**config.mk**
```make
export PLATFORM = sky130hd
export DESIGN_NAME = pmc_top
export DESIGN_NICKNAME = d
export VERILOG_FILES = /design/src/pmc_top.v
export VERILOG_INCLUDE_DIRS = /design/src /design/src/src
export SDC_FILE = /design/constraint.sdc
export NUM_CORES = 1
export LEC_CHECK = 0
export BUFFER_PORTS_ARGS = -buffer_cell sky130_fd_sc_hd__buf_2
export CORE_MARGIN = 4
export CORE_UTILIZATION = 50
export CTS_CLUSTER_DIAMETER = 120
export CTS_CLUSTER_SIZE = 10
export DETAILED_ROUTE_END_ITERATION = 8
export PLACE_DENSITY = 0.74
export SYNTH_ARGS = -nofsm -noshare
export SYNTH_HDL_FRONTEND = slang
export SYNTH_SLANG_ARGS = --single-unit
```
**constraint.sdc**
```tcl
create_clock -name I_REF_CLK -period 3.4 [get_ports I_REF_CLK]
set_input_delay 0.34 -clock I_REF_CLK [delete_from_list [all_inputs] [get_ports I_REF_CLK]]
set_output_delay 0.34 -clock I_REF_CLK [all_outputs]
set_load 0.01 [all_outputs]
```
**src/pmc_map.vh**
```
// Register map, field positions, reset values and timing for the power mode controller
`ifndef PMC_MAP_VH
`define PMC_MAP_VH

// Register byte offsets
`define PMC_MODE_CTRL_OFS   12'h000
`define PMC_ACT_TMPL_OFS    12'h004
`define PMC_ALT_TMPL_OFS    12'h008
`define PMC_WAKE_EN_OFS     12'h00C
`define PMC_STATUS_OFS      12'h010

// Mode codes, used in the request field and in status
`define PMC_MODE_W          2
`define PMC_MODE_ACTIVE     2'h0
`define PMC_MODE_ALT        2'h1
`define PMC_MODE_SLEEP      2'h2
`define PMC_MODE_HIB        2'h3

// Template bit that enables the CPU
`define PMC_CPU_BIT         0

// Wakeup source bit positions
`define PMC_WAKE_W          6
`define PMC_WK_COMP         0
`define PMC_WK_PIN_INT      1
`define PMC_WK_I2C          2
`define PMC_WK_RTC          3
`define PMC_WK_TIMEWHEEL    4
`define PMC_WK_LVD          5

// Status field positions
`define PMC_ST_MODE_LSB     0
`define PMC_ST_RESUMING     2
`define PMC_ST_REFUSED      3
`define PMC_ST_CAUSE_LSB    8

// Reset values
`define PMC_ACT_TMPL_RST    8'hFF
`define PMC_ALT_TMPL_RST    8'hFE
`define PMC_WAKE_EN_RST     6'h3F

// Timing: clock rate and resume limits
`define PMC_CLK_MHZ         100
`define PMC_SLEEP_RES_NS    15000
`define PMC_HIB_RES_NS      100000
// Strictly under the limit, pin to mode output: synchroniser, decision
// edge and output register take the margin out of the whole figure
`define PMC_RES_MARGIN_CYC  4
`define PMC_SLEEP_RES_CYC   ((`PMC_SLEEP_RES_NS * `PMC_CLK_MHZ) / 1000 - `PMC_RES_MARGIN_CYC)
`define PMC_HIB_RES_CYC     ((`PMC_HIB_RES_NS * `PMC_CLK_MHZ) / 1000 - `PMC_RES_MARGIN_CYC)
`define PMC_BUZZ_CYC        1000

`endif

```
**src/pmc_top.v**
```verilog
// Global power mode controller with APB registers and glitch-free clock gates
// How it works
// - Four modes: active, alternate, sleep, hibernate.
// - Active template gates each subsystem clock.
// - Alternate mode uses its own template.
// - Sleep disables all but timers and RTC.
// - Sleep runs low-speed clocks, buzzes regulators.
// - Self-disabled CPU returns on next wakeup.
// - Wakeup forces active mode, CPU enabled.
// - Mode after reset is active.
// - Sleep resume shorter than 15 us.
// - Hibernate stops clocks; only pin wakeup.
// - Hibernate holds outputs and pin interrupts.
// - Hibernate resume shorter than 100 us.
// - Configurable wakeups always restore active; in hibernate only the pin interrupt source wakes.
//
// Implementation choices: the placing of the registers and the APB interface to the registers.
`timescale 1ns/1ns
`default_nettype none
`include "pmc_map.vh"

module pmc_top #(
  parameter integer N_SUBSYS    = 8,
  parameter integer SLEEP_RES   = `PMC_SLEEP_RES_CYC,
  parameter integer HIB_RES     = `PMC_HIB_RES_CYC,
  parameter integer BUZZ_PERIOD = `PMC_BUZZ_CYC
) (
  input  wire                     I_REF_CLK,
  input  wire                     I_RESET_N,
  input  wire                     I_PSEL,
  input  wire                     I_PENABLE,
  input  wire                     I_PWRITE,
  input  wire [11:0]              I_PADDR,
  input  wire [31:0]              I_PWDATA,
  output wire                     O_PREADY,
  output reg  [31:0]              O_PRDATA,
  output reg                      O_PSLVERR,
  input  wire [`PMC_WAKE_W-1:0]   I_WAKE_SRC,
  output reg  [N_SUBSYS-1:0]      O_SUBSYS_EN,
  output wire [N_SUBSYS-1:0]      O_SUBSYS_CLK,
  output reg  [`PMC_MODE_W-1:0]   O_MODE,
  output reg                      O_LS_OSC_EN,
  output reg                      O_TIMER_KEEP,
  output reg                      O_MAIN_REG_EN,
  output reg                      O_REG_BUZZ,
  output reg                      O_IO_HOLD
);

  localparam [4:0] ST_ACT = 5'h01;
  localparam [4:0] ST_ALT = 5'h02;
  localparam [4:0] ST_SLP = 5'h04;
  localparam [4:0] ST_HIB = 5'h08;
  localparam [4:0] ST_RES = 5'h10;

  reg  [4:0]              state_q;
  reg  [4:0]              state_d;
  reg  [N_SUBSYS-1:0]     act_tmpl_q;
  reg  [N_SUBSYS-1:0]     alt_tmpl_q;
  reg  [`PMC_WAKE_W-1:0]  wake_en_q;
  reg  [`PMC_WAKE_W-1:0]  cause_q;
  reg                     refused_q;
  reg  [13:0]             res_cnt_q;
  reg  [13:0]             res_cnt_d;
  reg  [13:0]             buzz_cnt_q;
  reg  [`PMC_WAKE_W-1:0]  wk_meta_q;
  reg  [`PMC_WAKE_W-1:0]  wk_sync_q;
  reg  [`PMC_WAKE_W-1:0]  wk_prev_q;
  reg  [N_SUBSYS-1:0]     gate_en_q;
  wire                    wr_acc;
  wire                    setup;
  wire [`PMC_MODE_W-1:0]  req_mode;
  wire                    mode_wr;
  wire                    req_ok;
  wire [`PMC_WAKE_W-1:0]  wk_rise;
  wire [`PMC_WAKE_W-1:0]  wk_lvl;
  wire                    wake_act;
  wire                    wake_lp;

  // Decodes a byte address to a mapped register
  function addr_hit;
    input [11:0] a;
    begin
      addr_hit = (a == `PMC_MODE_CTRL_OFS) || (a == `PMC_ACT_TMPL_OFS) ||
                 (a == `PMC_ALT_TMPL_OFS) || (a == `PMC_WAKE_EN_OFS) ||
                 (a == `PMC_STATUS_OFS);
    end
  endfunction

  // Zero wait states: every access completes in its first access cycle
  assign O_PREADY = 1'b1;
  assign setup    = I_PSEL & ~I_PENABLE;
  assign wr_acc   = I_PSEL & I_PENABLE & I_PWRITE & addr_hit(I_PADDR);
  assign mode_wr  = wr_acc && (I_PADDR == `PMC_MODE_CTRL_OFS);
  assign req_mode = I_PWDATA[`PMC_MODE_W-1:0];

  assign req_ok = (state_q == ST_ACT) ||
                  ((state_q == ST_ALT) && (req_mode != `PMC_MODE_HIB));

  // Pins and sources are asynchronous to this clock
  always @(posedge I_REF_CLK or negedge I_RESET_N) begin
    if (!I_RESET_N) begin
      wk_meta_q <= {`PMC_WAKE_W{1'b0}};
      wk_sync_q <= {`PMC_WAKE_W{1'b0}};
      wk_prev_q <= {`PMC_WAKE_W{1'b0}};
    end else begin
      wk_meta_q <= I_WAKE_SRC;
      wk_sync_q <= wk_meta_q;
      wk_prev_q <= wk_sync_q;
    end
  end

  assign wk_rise  = wk_sync_q & ~wk_prev_q & wake_en_q;
  assign wk_lvl   = wk_sync_q & wake_en_q;
  assign wake_act = |wk_rise;
  // in hibernate only the pin interrupt unit is heard
  assign wake_lp  = (state_q == ST_HIB) ? wk_lvl[`PMC_WK_PIN_INT] : (|wk_lvl);

  always @* begin
    state_d   = state_q;
    res_cnt_d = res_cnt_q;
    case (state_q)
      ST_ACT, ST_ALT: begin
        if (wake_act) begin
          state_d = ST_ACT;
        end else if (mode_wr && req_ok) begin
          case (req_mode)
            `PMC_MODE_ACTIVE: state_d = ST_ACT;
            `PMC_MODE_ALT:    state_d = ST_ALT;
            `PMC_MODE_SLEEP:  state_d = ST_SLP;
            default:          state_d = ST_HIB;
          endcase
        end
      end
      ST_SLP: begin
        if (wake_lp) begin
          state_d   = ST_RES;
          res_cnt_d = SLEEP_RES[13:0];
        end
      end
      ST_HIB: begin
        if (wake_lp) begin
          state_d   = ST_RES;
          res_cnt_d = HIB_RES[13:0];
        end
      end
      ST_RES: begin
        if (res_cnt_q <= 14'h0001) begin
          state_d   = ST_ACT;
          res_cnt_d = 14'h0000;
        end else begin
          res_cnt_d = res_cnt_q - 14'h0001;
        end
      end
      default: state_d = ST_ACT;
    endcase
  end

  always @(posedge I_REF_CLK or negedge I_RESET_N) begin
    if (!I_RESET_N) begin
      state_q   <= ST_ACT;
      res_cnt_q <= 14'h0000;
    end else begin
      state_q   <= state_d;
      res_cnt_q <= res_cnt_d;
    end
  end

  // Registers written by software, plus hardware updates
  always @(posedge I_REF_CLK or negedge I_RESET_N) begin
    if (!I_RESET_N) begin
      act_tmpl_q <= `PMC_ACT_TMPL_RST;
      alt_tmpl_q <= `PMC_ALT_TMPL_RST;
      wake_en_q  <= `PMC_WAKE_EN_RST;
      refused_q  <= 1'b0;
      cause_q    <= {`PMC_WAKE_W{1'b0}};
    end else begin
      // firmware may change the template at any time
      if (wr_acc && (I_PADDR == `PMC_ACT_TMPL_OFS))
        act_tmpl_q <= I_PWDATA[N_SUBSYS-1:0];
      // wakeup re-enables the CPU, winning over a write
      if ((state_d == ST_ACT) && (wake_act || (state_q == ST_RES)))
        act_tmpl_q[`PMC_CPU_BIT] <= 1'b1;
      if (wr_acc && (I_PADDR == `PMC_ALT_TMPL_OFS))
        alt_tmpl_q <= I_PWDATA[N_SUBSYS-1:0];
      if (wr_acc && (I_PADDR == `PMC_WAKE_EN_OFS))
        wake_en_q <= I_PWDATA[`PMC_WAKE_W-1:0];
      // refused request is recorded, not acted on
      if (mode_wr)
        refused_q <= ~req_ok;
      if (wake_act && (state_q == ST_ACT || state_q == ST_ALT))
        cause_q <= wk_rise;
      else if ((state_q == ST_SLP || state_q == ST_HIB) && wake_lp)
        cause_q <= (state_q == ST_HIB) ? (wk_lvl & 6'h02) : wk_lvl;
    end
  end

  // Read data and error captured in the setup cycle
  always @(posedge I_REF_CLK or negedge I_RESET_N) begin
    if (!I_RESET_N) begin
      O_PRDATA  <= 32'h00000000;
      O_PSLVERR <= 1'b0;
    end else if (setup) begin
      O_PSLVERR <= ~addr_hit(I_PADDR);
      case (I_PADDR)
        `PMC_MODE_CTRL_OFS: O_PRDATA <= {30'h00000000, O_MODE};
        `PMC_ACT_TMPL_OFS:  O_PRDATA <= {{(32-N_SUBSYS){1'b0}}, act_tmpl_q};
        `PMC_ALT_TMPL_OFS:  O_PRDATA <= {{(32-N_SUBSYS){1'b0}}, alt_tmpl_q};
        `PMC_WAKE_EN_OFS:   O_PRDATA <= {26'h0000000, wake_en_q};
        `PMC_STATUS_OFS:    O_PRDATA <= {18'h00000, cause_q, 4'h0, refused_q,
                                         (state_q == ST_RES), O_MODE};
        default:            O_PRDATA <= 32'h00000000;
      endcase
    end
  end

  // Buzz divider runs only in sleep
  always @(posedge I_REF_CLK or negedge I_RESET_N) begin
    if (!I_RESET_N) begin
      buzz_cnt_q <= 14'h0000;
      O_REG_BUZZ <= 1'b0;
    end else if (state_q == ST_SLP) begin
      O_REG_BUZZ <= (buzz_cnt_q == BUZZ_PERIOD[13:0] - 14'h0001);
      if (buzz_cnt_q == BUZZ_PERIOD[13:0] - 14'h0001)
        buzz_cnt_q <= 14'h0000;
      else
        buzz_cnt_q <= buzz_cnt_q + 14'h0001;
    end else begin
      buzz_cnt_q <= 14'h0000;
      O_REG_BUZZ <= 1'b0;
    end
  end

  // Mode-dependent outputs, registered
  always @(posedge I_REF_CLK or negedge I_RESET_N) begin
    if (!I_RESET_N) begin
      O_SUBSYS_EN   <= {N_SUBSYS{1'b0}};
      O_MODE        <= `PMC_MODE_ACTIVE;
      O_LS_OSC_EN   <= 1'b1;
      O_TIMER_KEEP  <= 1'b1;
      O_MAIN_REG_EN <= 1'b1;
      O_IO_HOLD     <= 1'b0;
    end else begin
      case (state_q)
        ST_ACT: begin
          O_SUBSYS_EN <= act_tmpl_q;
          O_MODE      <= `PMC_MODE_ACTIVE;
        end
        ST_ALT: begin
          O_SUBSYS_EN <= alt_tmpl_q;
          O_MODE      <= `PMC_MODE_ALT;
        end
        ST_SLP: begin
          O_SUBSYS_EN <= {N_SUBSYS{1'b0}};
          O_MODE      <= `PMC_MODE_SLEEP;
        end
        ST_HIB: begin
          O_SUBSYS_EN <= {N_SUBSYS{1'b0}};
          O_MODE      <= `PMC_MODE_HIB;
        end
        default: begin
          // Regulators settle before anything is clocked again
          O_SUBSYS_EN <= {N_SUBSYS{1'b0}};
          O_MODE      <= O_MODE;
        end
      endcase
      // no clocks at all in hibernate
      O_LS_OSC_EN   <= (state_q != ST_HIB);
      // timers and RTC kept alive in sleep
      O_TIMER_KEEP  <= (state_q != ST_HIB);
      // main regulators off, hibernate regulator only
      O_MAIN_REG_EN <= (state_q != ST_HIB) && (state_q != ST_SLP);
      // hold pin levels and pin interrupt setup
      O_IO_HOLD     <= (state_q == ST_HIB);
    end
  end

  // Enables latched on the falling edge so the AND sees a stable level
  always @(negedge I_REF_CLK or negedge I_RESET_N) begin
    if (!I_RESET_N)
      gate_en_q <= {N_SUBSYS{1'b0}};
    else
      gate_en_q <= O_SUBSYS_EN;
  end

  genvar g;
  generate
    for (g = 0; g < N_SUBSYS; g = g + 1) begin : g_gate
      // enable changes only while clock is low
      assign O_SUBSYS_CLK[g] = I_REF_CLK & gate_en_q[g];
    end
  endgenerate

endmodule // pmc_top
`default_nettype wire
```
==> summary.txt <==
Setup Skew = 0.0578 ns
total gr overflow = 0
final worst slack = 0.164 ns
vias per cell = 5.62
Min-Delay Endpoint = state_q[2]$_DFF_PN0_
Setup crit start kind = flip-flop
max cap viols = 0
GR Util All Layers = 0.209
status = complete, no violations
top cells by area, synth = dfrtp_1 39%, dfstp_2 12%, mux2_2 4.1%
FF+latch count, synth = 117
hpwl dp = 8550 um
Hold Path Cell Cnt = 2
fillcell total = 818
pin slew with the least headroom to its limit = 0.930 ns
RR Startpoint = state_q[1]$_DFF_PN0_
setup repair bufs after CTS = 0
Core Region = 0.0105 sq mm
worst reg2reg path depth = 5
vias in the first global route = 4198
layout cells sized above 1 = 0.297
Clock Latency Late Sink = 0.62 ns
crit-path max FO = 1
post-synthesis async set-or-reset flop share = 1.00
number of flops mapped to enable cells by yosys = 0
Slew Viols, Final = 0
combinational share of power = 0.031
setup_tns = 0 ns
NetSw = 0.000754 W
RSZ-0062 raised after global routing = no
I/O pin total = 112
n_diodes = 0
die height = 112 um
Worst EP required = 3.06 ns
routed wire length = 12400 um
initial core utilization = 0.520
RePlAce Congestion = 0.852
post-synth top area cell = dfrtp_1
DR vias = 4115
Register Area = 0.00296 sq mm
slew margin rel. = 0.379
antenna violations before repair = 0
Seq/Total Area, Yosys = 0.544
antenna-violating nets left = 0
Lkg Pwr = 3.09 nW
ys flop type = dfrtp_1
Syn Inst Count = 491
Final Hold Fails = 0
share of the synthesized area in the top cell type = 0.391
Port Buffer Count = 68
hold crit path type = primary input to flip-flop
Net Sw Frac = 0.218
Worst-path clk slew = 0.06 ns
starting DRC count in detailed routing = 237
Netlist Area Pre-Place = 0.00544 sq mm
FP Rows = 37
sequential share of power = 0.411
clock network power share = 0.558
PD cells = 521 mW/mm^2
area grow syn2layout = 21.9%
Max VDD drop = 0.382 mV
Int Pwr = 0.00270 W
most frequent cells in the layout = 85 x dfrtp_1, 67 x buf_2, 51 x nand2_1, 39 x nor2_1, 24 x dfstp_2
count of cell types in the netlist = 68
routed length per instance = 17.0 um
DRT Pass-1 Iters = 5
largest net degree at the start of global routing = 70
Place WS = 0.773 ns
worst r2r dst = res_cnt_q[7]$_DFFE_PN0P_
hold path startpoint = I_PWDATA[0]
first-pass GRT wire length = 20800 um
most common cell after layout, fill and taps aside = dfrtp_1
Syn Area/Cell = 11.1 sq um
CTS tree = done
Final setup viols = 0
worst reg-to-reg setup slack = 0.98 ns
WS Path Type = flip-flop to output port
DRC = 0
crit path launch = gate_en_q[7]$_DFF_NN0_
Crit. End Element = output port
area occupied by multi-input gates = 0.00226 sq mm
Die Span X = 112 um
data arrival time of the critical path = 2.90 ns
nets = 640
WHS = 0.0275 ns
YS warnings = 0
Die Area = 0.0126 sq mm
power by group through the flow:
stage | Sequential [W] | Clock [W] | Combinational [W]
global route | 0.00142 | 0.00203 | 0.000121
CTS | 0.00142 | 0.00196 | 0.000109
floorplan | 0.00144 | 0.00000211 | 0.0000503
finish | 0.00142 | 0.00193 | 0.000107
detailed placement | 0.00144 | 0.00000267 | 0.0000968
global placement | 0.00144 | 0.00000267 | 0.0000952
registers in the layout, summed over array words and instances (netlist names):
register and cells:
O_IO_HOLD 1, O_MAIN_REG_EN 1, O_MODE 2, O_PRDATA 14, O_PSLVERR 1, O_REG_BUZZ 1
O_SUBSYS_EN 8, O_TIMER_KEEP 1, act_tmpl_q 8, alt_tmpl_q 8, buzz_cnt_q 14, cause_q 6
gate_en_q 8, refused_q 1, res_cnt_q 14, state_q 5, wake_en_q 6, wk_meta_q 6
wk_prev_q 6, wk_sync_q 6
stage by stage:
step / total power [W] / util / cell area, sq um / std cells
detailed placement: 0.00154 / 0.558 / 5840 / 682
floorplan: 0.00149 / - / 5500 / 508
global route: 0.00358 / 0.634 / 6630 / 732
global placement: 0.00154 / 0.558 / 5840 / 682
CTS: 0.00349 / 0.634 / 6630 / 732
finish: 0.00346 / 0.634 / 6630 / 732
routing by layer:
metal,global-route usage,share of wire,vias to the layer above
met5,0,0,-
met1,0.280,0.44,2016
met2,0.309,0.47,175
met4,0.0978,0.016,0
li1,-,-,1901
met3,0.0701,0.074,23
what timing repair did:
action	in CTS	in global routing
endpoints found under the hold margin	47	0
hold buffers	13	0
resized for setup	0	0
worst max path at each step:
stage	slack, ns	to
2_1_floorplan	0.85	O_SUBSYS_CLK[1]
5_1_grt	0.11	O_SUBSYS_CLK[4]
6_report	0.16	O_SUBSYS_CLK[7]
4_1_cts	0.14	O_SUBSYS_CLK[7]
3_5_place_dp	0.77	O_SUBSYS_CLK[5]
3_3_place_gp	0.78	O_SUBSYS_CLK[2]
layout make-up:
| class | count | share of cell area |
|---|---|---|
| clock buffers | 34 | 0.0875 |
| clock inverters | 11 | 0.0181 |
| inverters | 20 | 0.0113 |
| multi-input cells | 336 | 0.340 |
| flip-flops and latches | 117 | 0.446 |
| well taps | 136 | 0.0257 |
| repair buffers | 78 | 0.0709 |
cells by family (layout without fill, tap and decap cells):
kind of cell	count (synthesis)	after routing	synth area share
buf+inv	55	143	0.0531
xor+xnor	13	13	0.0209
flops	117	117	0.544
mux	28	28	0.0626
compound gates	102	102	0.138
other cells	2	19	0.00138
simple gates	171	171	0.173
fa+ha+maj	3	3	0.00690
worst max-delay path, stage by stage (launching register included):
cell and delay [ns]:
dfrtn_1 0.39, and2_1 0.12, buf_2 0.12
synth_stat cells (3+ instances only):
cell type / count
or2_2: 4
a211o_1: 4
nand3_1: 10
o31ai_1: 5
mux2_4: 7
and3_1: 4
a22o_1: 10
inv_1: 19
a211oi_1: 6
nand3b_1: 3
o21ai_0: 22
nor4_1: 3
xor2_1: 5
a32o_1: 5
a2bb2oi_1: 3
mux2_2: 20
dfrtn_1: 8
nand2_1: 51
buf_2: 6
and2_1: 11
a22oi_1: 10
nand2b_1: 4
nor2_1: 39
a21o_1: 4
a21oi_1: 6
nor4_4: 4
xnor2_1: 8
ha_1: 3
o22ai_1: 4
nand4_1: 5
nor3_1: 12
nor2b_1: 3
buf_4: 20
or3_1: 4
clkbuf_1: 8
dfstp_2: 24
dfrtp_1: 85
Power figures use the tool's default switching activity.
